[src/design/ssd_params.svh]
// constants of the five-phase step driver control block
`ifndef SSD_PARAMS_SVH
`define SSD_PARAMS_SVH

`define SSD_CLK_HZ          20000000
`define SSD_STOP_DELAY_MS   100
`define SSD_STOP_DELAY_CYC  (`SSD_STOP_DELAY_MS * (`SSD_CLK_HZ / 1000))
`define SSD_TEST_PPS        3
// a rate: period rounds down to whole cycles
`define SSD_TEST_PERIOD_CYC (`SSD_CLK_HZ / `SSD_TEST_PPS)
`define SSD_CNT_W           23

`define SSD_NUM_PHASES      5
`define SSD_HALF_STATES     5'h14
`define SSD_HALF_TURN       6'h0A
`define SSD_PHASE_SPAN      4

`define SSD_PCT_RUN         7'h64
`define SSD_PCT_MIN         7'h0D
`define SSD_PCT_RST         7'h32

`define SSD_IN_PULSE        0
`define SSD_IN_DIR          1
`define SSD_IN_AWO          2
`define SSD_IN_HOT          3

`define SSD_OFS_CTRL        8'h00
`define SSD_OFS_STATUS      8'h04
`define SSD_OFS_IRQ_STAT    8'h08
`define SSD_OFS_IRQ_MASK    8'h0C

`define SSD_CTRL_HALF       0
`define SSD_CTRL_DUAL       1
`define SSD_CTRL_TEST       2
`define SSD_CTRL_CUTBACK    3
`define SSD_CTRL_CUTOFF     4
`define SSD_CTRL_PCT_LO     5
`define SSD_CTRL_PCT_HI     11

`define SSD_ST_IDX_HI       4
`define SSD_ST_STILL        8
`define SSD_ST_HOT          9
`define SSD_ST_CUT          10
`define SSD_ST_AWO          11

`define SSD_EV_STEP         0
`define SSD_EV_HOT          1
`define SSD_EV_COOL         2
`define SSD_EV_STILL        3
`define SSD_EV_W            4

`endif

[src/design/ssd_pkg.sv]
// types of the five-phase step driver control block
`include "ssd_params.svh"
package ssd_pkg;

    typedef struct packed {
        logic [6:0] stop_pct;
        logic       cutoff_en;
        logic       cutback_en;
        logic       self_test;
        logic       dual_pulse;
        logic       half_step;
    } ssd_ctrl_t;

    typedef struct packed {
        logic [3:0]             sync1;
        logic [3:0]             sync2;
        logic [3:0]             prev;
        ssd_ctrl_t              ctrl;
        logic [`SSD_EV_W-1:0]   irq_stat;
        logic [`SSD_EV_W-1:0]   irq_mask;
        logic [4:0]             idx;
        logic [`SSD_CNT_W-1:0]  idle_cnt;
        logic                   standstill;
        logic [`SSD_CNT_W-1:0]  test_cnt;
        logic                   cutoff;
        logic [4:0]             ph_en;
        logic [4:0]             ph_pos;
        logic [6:0]             cur_pct;
        logic                   overheat;
        logic                   irq;
        logic [31:0]            prdata;
        logic                   pready;
        logic                   pslverr;
    } ssd_state_t;

endpackage

[src/design/ssd_step_ctrl.sv]
// five-phase step driver control: excitation sequencer, cutback, thermal cutoff, apb regs
//
// Contract
// - after 100 ms idle, cut current to fraction
// - windings stay energised at standstill
// - overtemp with cutoff enabled removes winding current
// - overheat output follows overtemp regardless of enable
// - cutoff self-clears when overtemp goes away
// - full step by two, half step by one; the code moves a full step from an odd index by one
// - single-pulse: one step per step pulse
// - dual-pulse: each input steps one sense
// - self test steps internally at 3 pps
// - single-pulse: sense high is ccw, low cw
// - dual-pulse: step input cw, sense input ccw
// - excitation starts at step zero after reset
// - windings-off input removes all winding current
`include "ssd_params.svh"
module ssd_step_ctrl
    import ssd_pkg::*;
#(
    parameter int STOP_DELAY_CYC  = `SSD_STOP_DELAY_CYC,
    parameter int TEST_PERIOD_CYC = `SSD_TEST_PERIOD_CYC
) (
    input  wire logic        pclk,
    input  wire logic        presetn,
    input  wire logic        psel,
    input  wire logic        penable,
    input  wire logic        pwrite,
    input  wire logic [7:0]  paddr,
    input  wire logic [31:0] pwdata,
    output logic      [31:0] prdata,
    output logic             pready,
    output logic             pslverr,
    input  wire logic        pulse_in,
    input  wire logic        rotation_sense_input,
    input  wire logic        windings_off_in,
    input  wire logic        overtemp_in,
    output logic      [4:0]  phase_en,
    output logic      [4:0]  phase_pos,
    output logic      [6:0]  current_pct,
    output logic             overheat_out,
    output logic             irq
);

    localparam ssd_ctrl_t CTRL_RST = '{
        stop_pct:   `SSD_PCT_RST,
        cutoff_en:  1'b1,
        cutback_en: 1'b1,
        self_test:  1'b0,
        dual_pulse: 1'b0,
        half_step:  1'b0
    };
    // reset image: only the switch settings differ from zero
    localparam ssd_state_t ST_RST = '{ctrl: CTRL_RST, default: '0};
    // counters compare against the last count, so a period of n spans n clocks
    localparam logic [`SSD_CNT_W-1:0] STOP_LAST = `SSD_CNT_W'(STOP_DELAY_CYC - 1);
    localparam logic [`SSD_CNT_W-1:0] TEST_LAST = `SSD_CNT_W'(TEST_PERIOD_CYC - 1);

    ssd_state_t r;
    ssd_state_t s;

    // winding pattern of the current index; registered outputs trail idx by one cycle
    // both are pure functions of idx, so standing outputs follow idx alone
    logic [4:0] pat_on;
    logic [4:0] pat_pos;

    genvar p;
    generate
        for (p = 0; p < `SSD_NUM_PHASES; p++) begin : g_phase
            // d is the distance of this phase from the index, in half-steps
            logic [5:0] d_raw;
            logic [5:0] d;
            assign d_raw = {1'b0, r.idx} + {1'b0, `SSD_HALF_STATES}
                           - 6'(`SSD_PHASE_SPAN * p);
            assign d     = (d_raw >= {1'b0, `SSD_HALF_STATES}) ?
                           d_raw - {1'b0, `SSD_HALF_STATES} : d_raw;
            // even index leaves one phase off, odd index has all five on
            assign pat_on[p]  = (d != 6'h00) && (d != `SSD_HALF_TURN);
            assign pat_pos[p] = (d > 6'h00) && (d < `SSD_HALF_TURN);
        end
    endgenerate

    // index scheme: idx counts half-steps 0..19 clockwise; even codes are the
    // four-on states, odd codes all five on, so a full step from an even code moves two codes
    // everything below is next-state only; the single always_ff commits it,
    // which keeps every output a plain flop
    always_comb begin
        logic [3:0]          rise;
        logic                hot;
        logic                awo;
        logic                tick;
        logic                step_req;
        logic                ccw;
        logic [4:0]          inc;
        logic                wr;
        logic [`SSD_EV_W-1:0] ev;
        logic [`SSD_EV_W-1:0] clr;
        logic [6:0]          stop_c;
        s        = r;
        tick     = 1'b0;
        step_req = 1'b0;
        ccw      = 1'b0;
        ev       = '0;
        clr      = '0;
        rise     = '0;
        hot      = 1'b0;
        awo      = 1'b0;
        inc      = 5'h01;
        wr       = 1'b0;
        stop_c   = `SSD_PCT_RUN;

        // two flops on every pin before use
        // prev only ever sees the second stage, so a metastable first stage
        // never reaches the edge detector
        s.sync1[`SSD_IN_PULSE] = pulse_in;
        s.sync1[`SSD_IN_DIR]   = rotation_sense_input;
        s.sync1[`SSD_IN_AWO]   = windings_off_in;
        s.sync1[`SSD_IN_HOT]   = overtemp_in;
        s.sync2 = r.sync1;
        s.prev  = r.sync2;
        rise    = r.sync2 & ~r.prev;
        hot     = r.sync2[`SSD_IN_HOT];
        awo     = r.sync2[`SSD_IN_AWO];

        // cutoff follows the synced level directly: it clears itself when the
        // pin drops, and a late enable write takes effect within a cycle
        s.overheat = hot;
        s.cutoff   = hot & r.ctrl.cutoff_en;
        ev[`SSD_EV_HOT]  = hot & ~r.overheat;
        ev[`SSD_EV_COOL] = r.cutoff & ~s.cutoff;

        // the generator only runs while selected; leaving test mode restarts
        // its period from zero
        if (r.ctrl.self_test) begin
            if (r.test_cnt >= TEST_LAST) begin
                s.test_cnt = '0;
                tick       = 1'b1;
            end else begin
                s.test_cnt = r.test_cnt + 1'b1;
            end
        end else begin
            s.test_cnt = '0;
        end

        if (r.ctrl.self_test) begin
            // external pulses ignored, internal steps go clockwise
            step_req = tick;
            ccw      = 1'b0;
        end else if (r.ctrl.dual_pulse) begin
            // edges on both inputs in the same cycle cancel: nothing sensible to do with both
            step_req = rise[`SSD_IN_PULSE] ^ rise[`SSD_IN_DIR];
            ccw      = rise[`SSD_IN_DIR];
        end else begin
            // the sense level is taken in the same cycle as the edge, both
            // through equal synchronisers, so the two stay aligned
            step_req = rise[`SSD_IN_PULSE];
            ccw      = r.sync2[`SSD_IN_DIR];
        end
        // steps arriving while cut off are dropped, not queued
        if (r.cutoff) begin
            step_req = 1'b0;
        end

        // an odd index in full-step mode first lands on an even state
        if (r.ctrl.half_step | r.idx[0]) begin
            inc = 5'h01;
        end else begin
            inc = 5'h02;
        end
        if (step_req) begin
            ev[`SSD_EV_STEP] = 1'b1;
            if (ccw) begin
                if (r.idx < inc) begin
                    s.idx = r.idx + `SSD_HALF_STATES - inc;
                end else begin
                    s.idx = r.idx - inc;
                end
            end else begin
                if (r.idx + inc >= `SSD_HALF_STATES) begin
                    s.idx = r.idx + inc - `SSD_HALF_STATES;
                end else begin
                    s.idx = r.idx + inc;
                end
            end
        end

        // an accepted step restarts the stop delay from zero; the counter
        // saturates at its last count, so a long stop never leaves standstill

        if (step_req) begin
            s.idle_cnt   = '0;
            s.standstill = 1'b0;
        end else if (r.idle_cnt >= STOP_LAST) begin
            s.standstill = 1'b1;
            ev[`SSD_EV_STILL] = ~r.standstill;
        end else begin
            s.idle_cnt = r.idle_cnt + 1'b1;
        end

        // out-of-range settings are clamped rather than refused: a zero would
        // release the holding torque at standstill
        stop_c = r.ctrl.stop_pct;
        if (stop_c < `SSD_PCT_MIN) begin
            stop_c = `SSD_PCT_MIN;
        end else if (stop_c > `SSD_PCT_RUN) begin
            stop_c = `SSD_PCT_RUN;
        end

        // windings-off and cutoff both zero the command and every phase enable;
        // idx keeps counting under windings-off
        if (r.cutoff | awo) begin
            s.ph_en   = '0;
            s.cur_pct = '0;
        end else begin
            // held energised at standstill, only the level drops
            s.ph_en   = pat_on;
            if (r.standstill & r.ctrl.cutback_en) begin
                s.cur_pct = stop_c;
            end else begin
                s.cur_pct = `SSD_PCT_RUN;
            end
        end
        // polarity keeps tracking idx even while off, so drive resumes on the
        // right pattern without a re-sync step
        s.ph_pos = pat_pos;

        // apb: answer prepared in setup, so access completes at its first edge
        // pready is only ever set for one access cycle, so wr fires once per
        // transfer
        wr = psel & penable & pwrite & r.pready;
        if (wr) begin
            unique case (paddr)
                `SSD_OFS_CTRL: begin
                    s.ctrl.half_step  = pwdata[`SSD_CTRL_HALF];
                    s.ctrl.dual_pulse = pwdata[`SSD_CTRL_DUAL];
                    s.ctrl.self_test  = pwdata[`SSD_CTRL_TEST];
                    s.ctrl.cutback_en = pwdata[`SSD_CTRL_CUTBACK];
                    s.ctrl.cutoff_en  = pwdata[`SSD_CTRL_CUTOFF];
                    s.ctrl.stop_pct   = pwdata[`SSD_CTRL_PCT_HI:`SSD_CTRL_PCT_LO];
                end
                `SSD_OFS_IRQ_STAT: clr        = pwdata[`SSD_EV_W-1:0];
                `SSD_OFS_IRQ_MASK: s.irq_mask = pwdata[`SSD_EV_W-1:0];
                default: ;
            endcase
        end
        // a new event wins over a clear in the same cycle
        s.irq_stat = (r.irq_stat & ~clr) | ev;
        // built from the next status so irq rises with the event bit, not a
        // cycle after it
        s.irq      = |(s.irq_stat & s.irq_mask);

        // read data is taken from the state at the setup edge; a step landing
        // in the access cycle shows up on the next read
        if (psel & ~penable) begin
            s.pready  = 1'b1;
            s.pslverr = 1'b0;
            s.prdata  = '0;
            unique case (paddr)
                `SSD_OFS_CTRL:     s.prdata[11:0] = r.ctrl;
                `SSD_OFS_STATUS: begin
                    s.prdata[`SSD_ST_IDX_HI:0] = r.idx;
                    s.prdata[`SSD_ST_STILL]    = r.standstill;
                    s.prdata[`SSD_ST_HOT]      = r.overheat;
                    s.prdata[`SSD_ST_CUT]      = r.cutoff;
                    s.prdata[`SSD_ST_AWO]      = awo;
                end
                `SSD_OFS_IRQ_STAT: s.prdata[`SSD_EV_W-1:0] = r.irq_stat;
                `SSD_OFS_IRQ_MASK: s.prdata[`SSD_EV_W-1:0] = r.irq_mask;
                default:           s.pslverr = 1'b1;
            endcase
        end else begin
            // outside setup the answer lines drop; prdata keeps its last value
            s.pready  = 1'b0;
            s.pslverr = 1'b0;
        end
    end

    // async clear brings idx to zero and every drive output low
    always_ff @(posedge pclk or negedge presetn) begin
        if (!presetn) begin
            r <= ST_RST;
        end else begin
            r <= s;
        end
    end

    // ports are straight flop outputs, no logic after the register
    assign prdata       = r.prdata;
    assign pready       = r.pready;
    assign pslverr      = r.pslverr;
    assign phase_en     = r.ph_en;
    assign phase_pos    = r.ph_pos;
    assign current_pct  = r.cur_pct;
    assign overheat_out = r.overheat;
    assign irq          = r.irq;

endmodule // ssd_step_ctrl

[config.mk]
export PLATFORM = sky130hd
export DESIGN_NAME = ssd_step_ctrl
export DESIGN_NICKNAME = d
export VERILOG_FILES = /design/src/design/ssd_pkg.sv /design/src/design/ssd_step_ctrl.sv
export VERILOG_INCLUDE_DIRS = /design/src /design/src/design
export SDC_FILE = /design/constraint.sdc
export NUM_CORES = 1
export LEC_CHECK = 0
export CELL_PAD_IN_SITES_DETAIL_PLACEMENT = 1
export CELL_PAD_IN_SITES_GLOBAL_PLACEMENT = 1
export CORE_ASPECT_RATIO = 0.5
export CORE_MARGIN = 5
export CORE_UTILIZATION = 40
export DETAILED_ROUTE_END_ITERATION = 8
export DONT_BUFFER_PORTS = 1
export PLACE_DENSITY_LB_ADDON = 0.1
export SLEW_MARGIN = 40
export SYNTH_ARGS = -nofsm -noshare
export SYNTH_HDL_FRONTEND = slang
export SYNTH_SLANG_ARGS = --single-unit
[constraint.sdc]
create_clock -name pclk -period 3.11 [get_ports pclk]
set_input_delay 0.622 -clock pclk [delete_from_list [all_inputs] [get_ports pclk]]
set_output_delay 0.622 -clock pclk [all_outputs]
set_load 0.01 [all_outputs]
# [Yosys cells after proc, flatten, opt, wreduce, memory -nomap -nowiden]
# Index checks and enable logic that the tools add are counted.
[totals] out_inout_bits=53 register_bits=116 elab_cells=150 in_bits=49
[op_classes] order_cmp=21 n_bitwise=21 addsub=17 n_reduce_logical=20 n_eq_ne=9 n_mux=38
[op_table] cell="$mux 23" count=3
[op_table] cell="$add 23x1->23 const B" count=2
[op_table] cell="$sub 6x5->6 const B" count=6
[op_table] cell="$ge 6x5->1 const B" count=5
[op_table] cell="$gt 6x1->1 const B" count=5
[op_table] cell="$lt 6x4->1 const B" count=5
[op_table] cell="$mux 6" count=5
[op_table] cell="$ne 6x4->1 const B" count=5
[op_table] cell="$reduce_bool 6->1" count=5
[op_table] cell="$mux 7" count=4
[op_table] cell="$mux 24" count=1
[op_table] cell="$ge 23x21->1 const B" count=1
[op_table] cell="$ge 23x23->1 const B" count=1
[op_table] cell="$mux 5" count=4
[op_table] cell="$eq 8x4->1 const B" count=2
[op_table] cell="$mux 4" count=4
[op_table] cell="$pmux 4 s4" count=1
[op_table] cell="$sub 6x4->6 const B" count=2
[op_table] cell="$mux 1" count=11
[op_table] cell="$logic_and 1x1->1" count=10
[op_table] cell="$sub 5x5->5" count=2
[op_table] cell="$and 1x1->1" count=8
[op_table] cell="$and 4x4->4" count=2
[op_table] cell="$eq 8x3->1 const B" count=1
[op_table] cell="25 further kinds" count=31

# [Depth between registers and ports, before layout]
[depth] depth_word=10 depth_mapped=12 depth_no_buf=11

# [Worst setup path before layout]
# No wires, ideal clock.
[synth_timing] path_kind="reg2reg" from="register r[105] (netlist bit)" to="register r (netlist bit phase_en[4])" setup_slack_ns=0.257 arrival_time_ns=2.729 n_path_buf=2 path_stages_with_launch=13 synth_period_minus_slack_ns=2.853 required_ns=2.986 path_cell_list="dfrtp_1 > buf_1 > inv_1 > ha_1 > clkbuf_1 > a21oi_1 > inv_1 > ha_1 > a21boi_0 > o21ai_0 > xor2_1 > mux2i_1 > o31a_1"
[synth_lines] item="start: declaration" line_no="ssd_step_ctrl.sv:59" text="ssd_state_t r;"
[synth_lines] item="start signal: assignment" line_no="ssd_step_ctrl.sv:283" text="r <= s;"

# [Worst setup path after layout]
[layout_timing] from="register r[114] (netlist bit)" to="register r[103] (netlist bit)"
[layout_between] elab_chain_len=6 elab_cells_between_ends=11
[layout_rtl] item="$or 1x1->1 (*)" line_no="ssd_step_ctrl.sv:165" text="if (r.ctrl.half_step | r.idx[0]) begin"
[layout_rtl] item="$mux 2 (*)" line_no="ssd_step_ctrl.sv:165"
[layout_rtl] item="$add 5x5->5" line_no="ssd_step_ctrl.sv:179, ssd_step_ctrl.sv:180, ssd_step_ctrl.sv:182"
[layout_rtl] item="$sub 5x5->5 (no line) / $ge 5x5->1 (equally long branches)"
[layout_rtl] item="$mux 5" line_no="ssd_step_ctrl.sv:179" text="if (r.idx + inc >= `SSD_HALF_STATES) begin"
[layout_rtl] item="$mux 5 (*)" line_no="ssd_step_ctrl.sv:172" text="if (ccw) begin"
# Every way passes the cells marked *; elsewhere a longest branch is shown, timed or not.
# A chain may end at the register's enable or synchronous reset.

==> flow_metrics.tcl <==
set metrics [dict create \
    outcome "complete, but fails checks" \
    clock_skew_ps 11.9 \
    crit_fanout 6 \
    row_count 33 \
    grt_setup_unrepaired "no" \
    p_comb_share_pct 36.3 \
    worstHoldPathType "in -> async" \
    core_mm2 0.0165 \
    fmax_mhz 357 \
    wirelength_mm 16.4 \
    fin_setup_tns_ps 0 \
    worstMarginPinSlew_ps 691 \
    synth_ff_type "dfrtp_1" \
    violations "hold timing" \
    hold_viol_final 111 \
    fin_hold_ws_ps -85.0 \
    cts_tree "done" \
    cp_data_arrival_time_ps 3120 \
    ctsResizeCount 0 \
    insertion_delay_ps 400 \
    drtPass1Iterations 4 \
    ys_ff_latch 116 \
    vias_per_cell 5.31 \
    grt_overflow 0 \
    start_util_pct 41.2 \
    grt.total_usage_pct 17.1 \
    p_switching_uw 2040 \
    cp-end-kind "register" \
    rr_worst_depth 10 \
    async_flop_share_pct 100 \
    p_leak_uw 0.00313 \
    die_w_um 194 \
    internal_power_uw 3630 \
    crit_start "r[114]" \
    maxSlewHeadroom_pct 53.8 \
    ir_drop_mv 0.369 \
    slew_violations 0 \
    dpl.hpwl_mm 11.3 \
    antenna_found_initial 0 \
    cts_root_buffer "clkbuf_16" \
    area_growth_pct 8.38 \
    io_pins 102 \
    cts.sink_count 116 \
    drive_gt1_share_pct 12.2 \
    portBuffers 0 \
    cts_buffers 17 \
    setup_viol 0 \
    powerDensity_mw_per_mm2 769 \
    yosysWarnings 0 \
    r2r_end "r[103]" \
    cts_setup_buffers 0 \
    gp_congestion 0.800 \
    final_cell_mix "dfrtp_1 (111), nor2_1 (79), nand2_1 (55)" \
    synth_edf_count 0 \
    ys_types 73 \
    cts_max_level 4 \
    path_cells "or2_2 > ha_1 > nor2b_1 > o21ai_0 > xnor2_1 > ha_1 > o21ai_0 > a211oi_1 > o22ai_1 > a21oi_1" \
    nets 753 \
    grt_max_degree 117 \
    yosysSeqAreaShare_pct 42.8 \
    path_class "reg -> reg" \
    route.detailed.drc 0 \
    grt_pass1_wl_mm 27.5 \
    period_share_pct 90.0 \
    num_antenna_cells 0 \
    layout.cells.most_common "dfrtp_1" \
    clk_pin_slew_ps 60 \
    slowest_delay_ps 430 \
    switching_share_pct 35.9 \
    die_height_um 102 \
    drt-initial-drc-count 210 \
    slowest_stage "dfrtp_1" \
    routedWlPerCell_um 17.8 \
    r2r_slack_ps 310 \
    clockPowerShare_pct 33.2 \
    antenna_left 0 \
    total_power_uw 5670 \
    utilization_pct 44.6 \
    period_needed_ps 2800 \
    start_kind "register" \
    grt_pass1_vias 5208 \
    vias 4889 \
    postSynthAreaPerCell_um2 9.63 \
    die_area_mm2 0.0199 \
    synth_area_mm2 0.00680 \
    drv_cap 0 \
    clock_path_buffers 2 \
    synthCells 706 \
    seqPwrFrac_pct 30.5 \
    required_ps 3430 \
    r2r-start "r[114]" \
]
-- layer usage --
metal | wire length (µm) | global-route usage, % | up-vias | part of all wire [%]
li1 | - | - | 2342 | -
met1 | 7990 | 22.9 | 2465 | 49
met2 | 7720 | 28.8 | 74 | 47
met3 | 530 | 3.75 | 8 | 3.2
met4 | 106 | 4.48 | 0 | 0.65
met5 | 0 | 0 | - | 0
-- synth_stat cells, types with 10 or more instances --
cell type / number / share of area, %
a21oi_1: 20 / 1.5
buf_4: 49 / 5.4
clkbuf_1: 24 / 1.3
dfrtp_1: 111 / 41
ha_1: 22 / 4.1
inv_1: 25 / 1.4
mux2_2: 17 / 2.8
mux2i_1: 10 / 1.5
nand2_1: 55 / 3.0
nand2b_1: 10 / 0.92
nand3_1: 24 / 1.8
nor2_1: 79 / 4.4
nor4_1: 10 / 0.92
o21ai_0: 33 / 2.4
xnor2_1: 38 / 4.9
xor2_1: 19 / 2.4
-- area by class of cell --
| cell class | instances | area (µm²) |
|---|---|---|
| clock buffer | 21 | 470 |
| clock inverter | 11 | 104 |
| fill | 1868 | 9150 |
| inverter | 25 | 93.8 |
| multi-input combinational | 504 | 3380 |
| sequential | 116 | 2910 |
| tap | 227 | 284 |
| timing repair buffer | 17 | 128 |
-- worst max-delay path: cells and delay by family (launching register included) --
| family | cells | cell delay, ps |
|---|---|---|
| compound gates | 5 | 820 |
| xor+xnor | 1 | 370 |
| simple gates | 2 | 510 |
| flops | 1 | 430 |
| fa+ha+maj | 2 | 590 |
-- through the flow --
| stage | instances | setup WS, ps | area (µm²) | hold slack [ps] |
|---|---|---|---|---|
| 2_1_floorplan | 725 | 257 | 6870 | 326 |
| 3_5_place_dp | 889 | 290 | 6790 | 330 |
| 3_3_place_gp | 889 | 310 | 6790 | 331 |
| 4_1_cts | 921 | 330 | 7370 | -107 |
| 5_1_grt | 921 | 43.6 | 7370 | -115 |
| 6_report | 921 | 313 | 7370 | -85.0 |
-- power by group through the flow --
stage / Combinational [µW] / Clock [µW] / Sequential (µW)
after floorplan: 1670 / 0 / 1710
after global placement: 2000 / 0 / 1750
after detailed placement: 2040 / 0 / 1750
after CTS: 2060 / 1930 / 1730
after global routing: 2300 / 2010 / 1740
final: 2060 / 1880 / 1730
-- registers in the layout (all words and copies together) (netlist names) --
| signal | flops |
|---|---|
| pslverr | 1 |
| pready | 1 |
| overheat_out | 1 |
| current_pct | 7 |
| phase_pos | 5 |
| phase_en | 5 |
| prdata | 12 |
| irq | 1 |
| r | 83 |
-- how the worst max path moves through the flow --
stage | to | slack [ps]
floorplan | phase_en[4] | 260
global placement | r[121] | 310
detailed placement | r[121] | 290
CTS | r[103] | 330
global route | r[103] | 40
finish | r[103] | 310
-- kinds of logic (layout without fill, tap and decap cells) --
family	count (synthesis)	in the layout	share of synthesized area, %
compound gates	121	121	12.3
simple gates	250	250	18.6
other cells	1	20	0.0552
mux	31	31	5.61
xor+xnor	57	57	7.35
flops	116	116	42.8
fa+ha+maj	25	25	4.64
buf+inv	105	74	8.65
(Power assumes the default switching activity.)
